**src/hdl/input_mapper_defs.svh**
```systemverilog
/*
  Constants of the input signal mapper: register offsets, field positions,
  reset values and pin counts. Assumes inclusion by bare name from the
  design files, and an APB bus with 32-bit data and byte addresses.
*/
`ifndef INPUT_MAPPER_DEFS_SVH
`define INPUT_MAPPER_DEFS_SVH

// register byte offsets
`define SEL_WORD_OFFSET 12'h000
`define ACTIVE_WORD_OFFSET 12'h004
`define CONTROL_OFFSET 12'h008
`define STATUS_OFFSET 12'h00c

// control fields
`define CTRL_RESTART_BIT 0

// status fields
`define STAT_SIG_LSB 0
`define STAT_PIN_LSB 4
`define STAT_PENDING_BIT 16

// reset value of the selection word: every digit forced deasserted
`define SEL_WORD_RESET 16'h8888

// digit codes
`define CODE_LOW_LAST 4'h6
`define CODE_FORCE_ON 4'h7
`define CODE_FORCE_OFF 4'h8
`define CODE_HIGH_FIRST 4'h9

// pin and signal counts
`define SEQ_PIN_COUNT 7
`define LOGIC_SIG_COUNT 4

`endif

```
**src/hdl/input_mapper_pkg.sv**
```systemverilog
/*
  Types of the input signal mapper. Assumes the constants header is
  compiled alongside; holds no process.
*/
package input_mapper_pkg;

  // one 4-bit digit of the selection word
  typedef logic [3:0] digit_t;

  // the whole 16-bit selection word
  typedef logic [15:0] select_word_t;

  // external sequence pins, first pin in bit 0
  typedef logic [6:0] pin_vec_t;

  // register selected by the bus address, one-hot
  typedef enum logic [4:0] {
    REG_SEL_WORD = 5'h01,
    REG_ACTIVE_WORD = 5'h02,
    REG_CONTROL = 5'h04,
    REG_STATUS = 5'h08,
    REG_NONE = 5'h10
  } reg_sel_t;

endpackage

```
**src/hdl/input_signal_mapper.sv**
```systemverilog
/*
  Input signal mapper: routes seven sequence connector pins onto four
  logical control signals under a 16-bit selection word, with an APB slave
  for the registers.
  Assumes a single 100 MHz clock, pins that are asynchronous contact levels,
  and software that issues a restart after changing the selection word.

*/
`timescale 1ns/1ns
`include "input_mapper_defs.svh"

module input_signal_mapper (
  input wire logic sys_clk_in,
  input wire logic resetn_in,
  input wire logic psel_in,
  input wire logic penable_in,
  input wire logic pwrite_in,
  input wire logic [11:0] paddr_in,
  input wire logic [31:0] pwdata_in,
  output logic [31:0] prdata_out,
  output logic pready_out,
  output logic pslverr_out,
  input wire input_mapper_pkg::pin_vec_t sequence_io_connector_in,
  output logic first_signal_out,
  output logic speed_select_a_out,
  output logic speed_select_b_out,
  output logic control_mode_change_out
);

  // map one digit code against the synchronised pins; high means asserted
  function automatic logic map_digit(input input_mapper_pkg::digit_t code,
                                     input input_mapper_pkg::pin_vec_t pins);
    logic hit;
    hit = 1'b0;
    if (code <= `CODE_LOW_LAST) begin
      hit = ~pins[code[2:0]];
    end else if (code == `CODE_FORCE_ON) begin
      hit = 1'b1;
    end else if (code == `CODE_FORCE_OFF) begin
      hit = 1'b0;
    end else begin
      hit = pins[3'(code - `CODE_HIGH_FIRST)];
    end
    return hit;
  endfunction

  input_mapper_pkg::pin_vec_t pins_s;
  input_mapper_pkg::select_word_t sel_word_r;
  input_mapper_pkg::select_word_t active_word_r;
  logic [3:0] sig_r;
  logic [3:0] sig_nxt;
  logic [31:0] prdata_r;
  logic [31:0] prdata_nxt;
  logic pready_r;
  logic pslverr_r;
  logic pslverr_nxt;
  logic restart_r;
  input_mapper_pkg::reg_sel_t reg_sel;

  // pins pass two flops before the mapper reads them
  pin_sync u_pin_sync (
    .sys_clk_in(sys_clk_in),
    .resetn_in(resetn_in),
    .pins_in(sequence_io_connector_in),
    .pins_sync_out(pins_s)
  );

  // address decode
  wire setup_phase = psel_in & ~penable_in;
  wire access_done = psel_in & penable_in & pready_r;
  wire wr_done = access_done & pwrite_in & ~pslverr_r;
  assign reg_sel = (paddr_in == `SEL_WORD_OFFSET) ? input_mapper_pkg::REG_SEL_WORD :
                   (paddr_in == `ACTIVE_WORD_OFFSET) ? input_mapper_pkg::REG_ACTIVE_WORD :
                   (paddr_in == `CONTROL_OFFSET) ? input_mapper_pkg::REG_CONTROL :
                   (paddr_in == `STATUS_OFFSET) ? input_mapper_pkg::REG_STATUS :
                   input_mapper_pkg::REG_NONE;
  wire wr_sel = wr_done & (reg_sel == input_mapper_pkg::REG_SEL_WORD);
  wire wr_ctrl = wr_done & (reg_sel == input_mapper_pkg::REG_CONTROL);
  wire restart_req = wr_ctrl & pwdata_in[`CTRL_RESTART_BIT];
  wire pending = (sel_word_r != active_word_r);

  // unmapped addresses and writes to read-only words answer with an error
  assign pslverr_nxt = (reg_sel == input_mapper_pkg::REG_NONE) |
                       (pwrite_in & (reg_sel == input_mapper_pkg::REG_ACTIVE_WORD)) |
                       (pwrite_in & (reg_sel == input_mapper_pkg::REG_STATUS));

  // read mux; data is captured in the setup cycle so it comes from a flop
  always_comb begin
    prdata_nxt = 32'h0000_0000;
    unique case (reg_sel)
      input_mapper_pkg::REG_SEL_WORD: prdata_nxt = {16'h0000, sel_word_r};
      input_mapper_pkg::REG_ACTIVE_WORD: prdata_nxt = {16'h0000, active_word_r};
      input_mapper_pkg::REG_CONTROL: prdata_nxt = 32'h0000_0000;
      input_mapper_pkg::REG_STATUS: begin
        prdata_nxt[`STAT_SIG_LSB +: 4] = sig_r;
        prdata_nxt[`STAT_PIN_LSB +: 7] = pins_s;
        prdata_nxt[`STAT_PENDING_BIT] = pending;
      end
      input_mapper_pkg::REG_NONE: prdata_nxt = 32'h0000_0000;
    endcase
  end

  // apb answer: ready in the first access cycle, no wait states
  always_ff @(posedge sys_clk_in or negedge resetn_in) begin
    if (!resetn_in) begin
      pready_r <= 1'b0;
      pslverr_r <= 1'b0;
      prdata_r <= 32'h0000_0000;
    end else begin
      pready_r <= setup_phase;
      pslverr_r <= setup_phase & pslverr_nxt;
      prdata_r <= (setup_phase & ~pwrite_in) ? prdata_nxt : 32'h0000_0000;
    end
  end

  // restart only
  // the written word waits in sel_word_r; mapping keeps the old word until
  // a restart, so a half-edited word never reaches the outputs
  always_ff @(posedge sys_clk_in or negedge resetn_in) begin
    if (!resetn_in) begin
      sel_word_r <= `SEL_WORD_RESET;
      active_word_r <= `SEL_WORD_RESET;
      restart_r <= 1'b0;
    end else begin
      restart_r <= restart_req;
      if (wr_sel) begin
        sel_word_r <= pwdata_in[15:0];
      end
      if (restart_r) begin
        active_word_r <= sel_word_r;
      end
    end
  end

  // four digits
  // each digit feeds the same table; digit 1 is the lowest nibble
  // codes 0-6 low pins, 7 and 8 forced levels, 9-15 high pins
  assign sig_nxt[0] = map_digit(active_word_r[3:0], pins_s);
  assign sig_nxt[1] = map_digit(active_word_r[7:4], pins_s);
  assign sig_nxt[2] = map_digit(active_word_r[11:8], pins_s);
  assign sig_nxt[3] = map_digit(active_word_r[15:12], pins_s);

  // mapped signals are registered so the outputs come from flops
  always_ff @(posedge sys_clk_in or negedge resetn_in) begin
    if (!resetn_in) begin
      sig_r <= 4'h0;
    end else begin
      sig_r <= sig_nxt;
    end
  end

  // outputs
  assign prdata_out = prdata_r;
  assign pready_out = pready_r;
  assign pslverr_out = pslverr_r;
  assign first_signal_out = sig_r[0];
  assign speed_select_a_out = sig_r[1];
  assign speed_select_b_out = sig_r[2];
  assign control_mode_change_out = sig_r[3];
endmodule

```
**src/hdl/pin_sync.sv**
```systemverilog
/*
  Two-flop synchroniser for the external sequence pins. Assumes the pins are
  slow contact levels, asynchronous to sys_clk_in; only the second stage is
  visible to other logic.
*/
`timescale 1ns/1ns

module pin_sync (
  input wire logic sys_clk_in,
  input wire logic resetn_in,
  input wire input_mapper_pkg::pin_vec_t pins_in,
  output input_mapper_pkg::pin_vec_t pins_sync_out
);

  input_mapper_pkg::pin_vec_t meta_r;
  input_mapper_pkg::pin_vec_t sync_r;

  // reset to high level, which is the inactive contact state (open)
  always_ff @(posedge sys_clk_in or negedge resetn_in) begin
    if (!resetn_in) begin
      meta_r <= 7'h7f;
      sync_r <= 7'h7f;
    end else begin
      meta_r <= pins_in;
      sync_r <= meta_r;
    end
  end

  assign pins_sync_out = sync_r;

endmodule
```
**config.mk**
```make
export PLATFORM = sky130hd
export DESIGN_NAME = input_signal_mapper
export DESIGN_NICKNAME = d
export VERILOG_FILES = /design/src/hdl/input_mapper_pkg.sv /design/src/hdl/input_signal_mapper.sv /design/src/hdl/pin_sync.sv
export VERILOG_INCLUDE_DIRS = /design/src /design/src/hdl
export SDC_FILE = /design/constraint.sdc
export NUM_CORES = 1
export LEC_CHECK = 0
export BUFFER_PORTS_ARGS = -buffer_cell sky130_fd_sc_hd__buf_2
export CORE_ASPECT_RATIO = 0.75
export CORE_MARGIN = 3
export CORE_UTILIZATION = 40
export CTS_CLUSTER_DIAMETER = 200
export DETAILED_ROUTE_END_ITERATION = 16
export SLEW_MARGIN = 10
export SYNTH_ARGS = -nofsm -noshare
export SYNTH_HDL_FRONTEND = slang
export SYNTH_SLANG_ARGS = --single-unit
```
**constraint.sdc**
```tcl
create_clock -name sys_clk_in -period 5.8 [get_ports sys_clk_in]
set_input_delay 0.58 -clock sys_clk_in [delete_from_list [all_inputs] [get_ports sys_clk_in]]
set_output_delay 0.58 -clock sys_clk_in [all_outputs]
set_load 0.02 [all_outputs]
```
==> results.yml, run 1 <==
hold_path:
  hp-class: "input port to register"
synthesis:
  synth-async-reset-ratio: 1.00
  syn_avg_cell_area_um2: 11.6
  ys_seq_area_frac: 0.461
  synth_cell_types: 44
  synth-edff-count: 0
  yosys_most_used_dff: "dfrtp_1"
  synthCells: 333
  ys_seq_elements: 70
  syn_area_um2: 3860
  ys.warnings.count: 0
timing:
  fin_setup_tns_ns: 0
  slew_violations: 0
  hold_ws_ns: 0.334
  timing.final.crit_period_ns: 2.21
  setup_viol: 0
  finalCritPeriodShare: 0.381
  max_freq_ghz: 0.453
  clock_skew_ns: 0.00636
  rsz0062_at_grt: "false"
  hold_viol: 0
  tightest_slew_ns: 0.888
  slew_headroom: 0.408
floorplanning:
  die-area_um2: 10900
  die_height_um: 91.0
  core_um2: 9230
  start_util: 0.418
  fp.dieW_um: 119
  rows: 30
  io_pins: 94
route:
  dr.pass1.iters: 4
  drt_iter0_drc: 86
  routed_wl_um: 8430
  viasPerCell: 5.09
  wl_per_cell_um: 16.3
  final_antenna_net_count: 0
  drc: 0
  vias: 2627
power_and_ir_drop:
  power_frac_clock: 0.490
  p_per_area_nw_per_um2: 252
  power_frac_seq: 0.453
  switching_share: 0.232
  power.share.combinational: 0.057
  internal_power_uw: 865
  switching_power_uw: 262
  ir_worst_vdd_mv: 0.162
  p_leak_nw: 2.07
clock_network:
  tritoncts: "done"
  cts_num_sinks: 70
  clk_pin_slew_ns: 0.06
  cts_root_buf: "clkbuf_16"
  h-tree-depth: 3
  cts_buffers: 9
  cts_resized: 0
  worstSkewPairLatency_ns: 0.34
  cts_hold_buf: 0
  cts_max_path_buffers: 2
  postCtsSetupBuffers: 0
placed_design:
  place_congestion: 0.830
  numPortBuffers: 62
  placed_cell_area_um2: 4170
  hpwl_um: 5810
  dp.cells: 500
setup_path:
  crit_path_max_incr_delay_ns: 0.71
  crit_path_start_kind: "input port"
  path_buf_inv: 1
  endpoint_kind: "register"
  critPathMaxFanout: 13
  cp_top_family: "simple AND/OR/NAND/NOR gates"
  cp.required_ns: 6.07
  critPathKind: "input port to register"
  cpMaxStageDelayCell: "nand4_1"
  worstPathCellList: "buf_2 -> nor4_4 -> nand4_1 -> or2_1 -> nor2_1"
  cp.arrival_ns: 2.48
grt:
  grt_pass1_wl_um: 13900
  grt_pass1_vias: 2708
  grt_antenna_before_repair: 0
  grt_start_max_net_pins: 71
  globalRouteOverflowTotal: 0
  grt_usage: 0.165
layout:
  antenna_cells: 0
  drive_gt1_frac: 0.379
  nets: 451
  design_area_um2: 4480
  finalNonFillerCells: 516
  area_growth_pct: 16.0
run:
  maxCapViolCount: 0
outcome:
  status: "finished, final reports clean"
-- routing by layer --
metal,vias up,GRT usage,part of all wire,wire (um)
met5,-,0,0,0
met4,0,0.0591,0.019,159
met3,15,0.0542,0.060,503
met2,74,0.250,0.45,3820
met1,1297,0.223,0.47,3950
li1,1241,-,-,-
-- sequential cells by signal, summed over array words and instances, names as in the netlist --
signal,count
sel_word_r,16
pslverr_out,1
prdata_out,17
u_pin_sync.meta_r,7
active_word_r,16
sig_r,4
restart_r,1
u_pin_sync.pins_sync_out,7
pready_out,1
-- power groups by stage --
stage	sequential, mW	clock [mW]	combinational, mW
final	0.511	0.552	0.0645
after global routing	0.512	0.589	0.0715
after CTS	0.510	0.569	0.0654
after detailed placement	0.519	0	0.0652
after global placement	0.518	0	0.0639
after floorplan	0.514	0	0.0421
-- layout make-up --
| class | count | area [um^2] |
|---|---|---|
| Multi-Input combinational cell | 226 | 1860 |
| Fill cell | 875 | 4760 |
| Clock buffer | 11 | 275 |
| Sequential cell | 70 | 1780 |
| Tap cell | 128 | 160 |
| Timing Repair Buffer | 63 | 318 |
| Clock inverter | 5 | 35.0 |
| Inverter | 13 | 48.8 |
-- layout by cell type, fill, tap and decap left out, types with 2 or more instances in the layout --
cell type,n
buf_2,62
dfrtp_1,48
nor2_1,35
nand2_1,23
dfstp_2,22
mux2i_1,18
xnor2_1,16
conb_1,15
mux2_2,14
inv_1,13
o21ai_0,13
ha_1,12
clkbuf_16,11
mux2_4,10
a2111oi_2,9
mux4_2,8
nand4_1,6
o211ai_1,6
nand3b_1,5
a31oi_1,4
a21oi_1,4
a2bb2oi_1,4
o21a_1,3
nand4b_1,3
inv_4,3
nor4_4,2
nor3_1,2
-- final timing paths --
kind	from	to	slack (ns)	cells past startpoint
worst max-delay path	paddr_in[1]	prdata_out[12]	3.59	5
worst min-delay path	sequence_io_connector_in[6]	u_pin_sync.meta_r[6]	0.33	1
worst max register to register	active_word_r[12]	sig_r[3]	3.73	6
worst min register to register	u_pin_sync.meta_r[0]	u_pin_sync.pins_sync_out[0]	0.35	0
max in group asynchronous	resetn_in	active_word_r[10]	4.80	2
min in group asynchronous	resetn_in	sel_word_r[1]	0.43	2
-- kinds of logic (layout without fill, tap and decap cells) --
logic type,count (synthesis),in the layout,synth area share
simple gates,86,86,0.120
buf+inv,51,92,0.0704
xor+xnor,16,16,0.0363
other cells,1,15,0.000972
compound gates,47,47,0.0989
mux,50,50,0.173
fa+ha+maj,12,12,0.0389
flops,70,70,0.461
-- metrics by stage --
step	setup WS (ns)	util	power [mW]
5_1_grt	3.41	0.485	1.17
3_5_place_dp	3.21	0.451	0.584
3_3_place_gp	3.23	0.451	0.582
6_report	3.59	0.485	1.13
4_1_cts	3.55	0.485	1.15
2_1_floorplan	3.78	-	0.556
-- cells in the mapped netlist, types with 2 or more instances --
cell type   n  share of area
buf_4      15          0.029
nor3_1      2         0.0026
nand2_1    23          0.022
nor2_1     35          0.034
mux2_4     10          0.039
dfstp_2    22           0.15
o21ai_0    13          0.017
dfrtp_1    48           0.31
buf_1       4         0.0039
mux2i_1    18          0.047
mux4_2      8          0.047
a2111oi_2   9          0.035
a2bb2oi_1   4         0.0091
a31oi_1     4         0.0065
nand3b_1    5         0.0097
ha_1       12          0.039
inv_1      13          0.013
clkbuf_1   12          0.012
o211ai_1    6          0.012
nand4b_1    3         0.0068
nor4_4      2          0.011
o21a_1      3         0.0058
xnor2_1    16          0.036
a21oi_1     4         0.0052
nand4_1     6         0.0097
buf_2       5         0.0065
mux2_2     14          0.041
(Power assumes the default switching activity.)
==> run 2: changes to the inputs <==
--- a/config.mk
+++ b/config.mk
@@ -6,6 +6,7 @@
 export SDC_FILE = /design/constraint.sdc
 export NUM_CORES = 1
 export LEC_CHECK = 0
+export ABC_AREA = 1
 export BUFFER_PORTS_ARGS = -buffer_cell sky130_fd_sc_hd__buf_2
 export CORE_ASPECT_RATIO = 0.75
 export CORE_MARGIN = 3
==> constraint.sdc (replaced) <==
create_clock -name sys_clk_in -period 2.1 [get_ports sys_clk_in]
set_input_delay 0.21 -clock sys_clk_in [delete_from_list [all_inputs] [get_ports sys_clk_in]]
set_output_delay 0.21 -clock sys_clk_in [all_outputs]
set_load 0.02 [all_outputs]
==> results.yml, run 2 <==
outcome:
  status: "finished, final reports clean"
layout:
  final_common_cell: "nand2_1"
  area_growth_pct: 18.8
  finalNonFillerCells: 749
  final_cell_mix: "nand2_1, nand3_1, inv_1, buf_2, dfrtp_1"
  nets: 680
  fillers: 999
  drive_gt1_frac: 0.216
  largest_reg_flops: 17
  antenna_cells: 0
timing:
  max_freq_ghz: 0.644
  clock_skew_ns: 0.00465
  slew_violations: 0
  hold_ws_ns: 0.0621
  hold_viol: 0
  fin_setup_tns_ns: 0
  finalCritPeriodShare: 0.739
  timing.final.crit_period_ns: 1.55
  setup_viol: 0
  final.setup.worst_slack_ns: 0.548
  rsz0062_at_grt: "false"
  slew_headroom: 0.630
  tightest_slew_ns: 0.554
route:
  wl_per_cell_um: 13.9
  dr.pass1.iters: 8
  drt_iter0_drc: 245
  vias: 3671
  final_antenna_net_count: 0
  drc: 0
  routed_wl_um: 10400
  viasPerCell: 4.90
synthesis:
  synth-edff-count: 0
  ys_seq_elements: 70
  yosys_most_used_dff: "dfrtp_1"
  ys_top_cells_by_area: "dfrtp_1, dfstp_2, nand2_1"
  synth_top_area_frac: 0.289
  ys.warnings.count: 0
  synthTopCellsByCount: "nand2_1, nand3_1, inv_1"
  synth-async-reset-ratio: 1.00
  synth_cell_types: 29
  ys_seq_area_frac: 0.428
  syn_area_um2: 4160
  yosysMostFrequentCell: "nand2_1"
  syn_avg_cell_area_um2: 7.61
  synth_top_cell_by_area: "dfrtp_1"
  synthCells: 546
floorplanning:
  start_util: 0.420
  die-area_um2: 11700
  fp.dieW_um: 124
  core_um2: 9890
  die_height_um: 94.3
  io_pins: 94
  rows: 31
power_and_ir_drop:
  p_per_area_nw_per_um2: 645
  p_leak_nw: 2.31
  ir_worst_vdd_mv: 0.301
grt:
  grt_pass1_wl_um: 16900
  globalRouteOverflowTotal: 0
  grt_antenna_before_repair: 0
  grt_pass1_vias: 3351
  grt_start_max_net_pins: 71
  grt_usage: 0.190
setup_path:
  path_buf_inv: 1
  cpMaxStageDelayCell: "nor3_1"
  endpoint_kind: "register"
  crit_path_max_incr_delay_ns: 0.35
  cp.required_ns: 2.33
  critPathKind: "register to register"
  cp_top_family: "simple AND/OR/NAND/NOR gates"
  critPathMaxFanout: 22
  crit_path_start_kind: "register"
  cp.arrival_ns: 1.78
  worstPathCellList: "nand3_1 -> nor3_1 -> nand3_4 -> buf_12 -> nand2_1 -> o21ai_2"
clock_network:
  h-tree-depth: 3
  clk_pin_slew_ns: 0.06
  worstSkewPairLatency_ns: 0.34
  cts_max_path_buffers: 2
  cts_num_sinks: 70
  tritoncts: "done"
  cts_resized: 0
  cts_buffers: 9
  cts_root_buf: "clkbuf_16"
hold_path:
  hp-class: "input port to register"
placed_design:
  dp.cells: 725
  pre_cts_ws_ns: 0.528
  hpwl_um: 7010
  numPortBuffers: 62
  place_congestion: 0.862
run:
  maxCapViolCount: 0
-- run 2: cell count changes in the layout (fill, tap and decap cells not counted), sizes merged, moves of 18 or more --
cell	before	now
mux2i	18	0
nand3	1	73
mux2	24	0
inv	16	70
o21ai	13	36
nand2	23	154
-- run 2: power by group --
| group | switching [mW] | internal, mW |
|---|---|---|
| sequential | 0.0223 | 1.38 |
| clock | 0.596 | 0.981 |
| combinational | 0.135 | 0.0665 |
-- run 2: kinds of logic after synthesis --
family | count (synthesis) | synth area share
buffers and inverters | 113 | 0.126
other | 1 | 0.000902
AND/OR/NAND/NOR | 264 | 0.272
adder cells (fa/ha/maj) | 12 | 0.0361
XOR/XNOR | 5 | 0.0105
flip-flops | 70 | 0.428
AO/OA/AOI/OAI | 81 | 0.126
-- run 2: worst paths after layout --
check                                      from                          end  slack [ns]  cells past startpoint
max reg2reg                          pready_out               sel_word_r[12]        0.55                      6
max                                  pready_out               sel_word_r[12]        0.55                      6
min in group asynchronous             resetn_in                prdata_out[1]        0.43                      3
min                                  penable_in                   pready_out        0.06                      2
min reg2reg                u_pin_sync.meta_r[2]  u_pin_sync.pins_sync_out[2]        0.35                      0
max in group asynchronous             resetn_in                sel_word_r[7]        1.35                      3
-- run 2: repair_timing --
item | in CTS | in global routing
hold endpoints to repair | 55 | 0
hold buffers | 8 | 0
setup buffers | 0 | 0
-- run 2: layout make-up --
type / instances / area (um^2) / area share
clock buffers: 11 / 253 / 0.0512
well taps: 132 / 165 / 0.0335
clock inverters: 5 / 57.6 / 0.0117
multi-input cells: 377 / 1910 / 0.386
inverters: 72 / 270 / 0.0548
repair buffers: 82 / 505 / 0.102
flip-flops and latches: 70 / 1780 / 0.360
-- run 2: stage by stage --
| stage | total power [mW] | instance area (um^2) | util |
|---|---|---|---|
| after floorplan | 1.53 | 4210 | - |
| after global placement | 1.62 | 4550 | 0.460 |
| after detailed placement | 1.62 | 4550 | 0.460 |
| final | 3.18 | 4940 | 0.499 |
| after global routing | 3.31 | 4940 | 0.499 |
| after CTS | 3.20 | 4940 | 0.499 |
-- run 2: worst reg2reg max path, cell delays in order, from the launching register on --
cell and delay, ns:
dfrtp_1 0.34, nand3_1 0.08, nor3_1 0.35, nand3_4 0.28, buf_12 0.25, nand2_1 0.09
o21ai_2 0.05
-- run 2: metal layers --
| metal | track usage | up-vias | wire (um) |
|---|---|---|---|
| met5 | 0 | - | 0 |
| met4 | 0.0433 | 0 | 128 |
| met3 | 0.0500 | 13 | 762 |
| met2 | 0.280 | 113 | 4410 |
| met1 | 0.278 | 1697 | 5140 |
| li1 | - | 1848 | - |
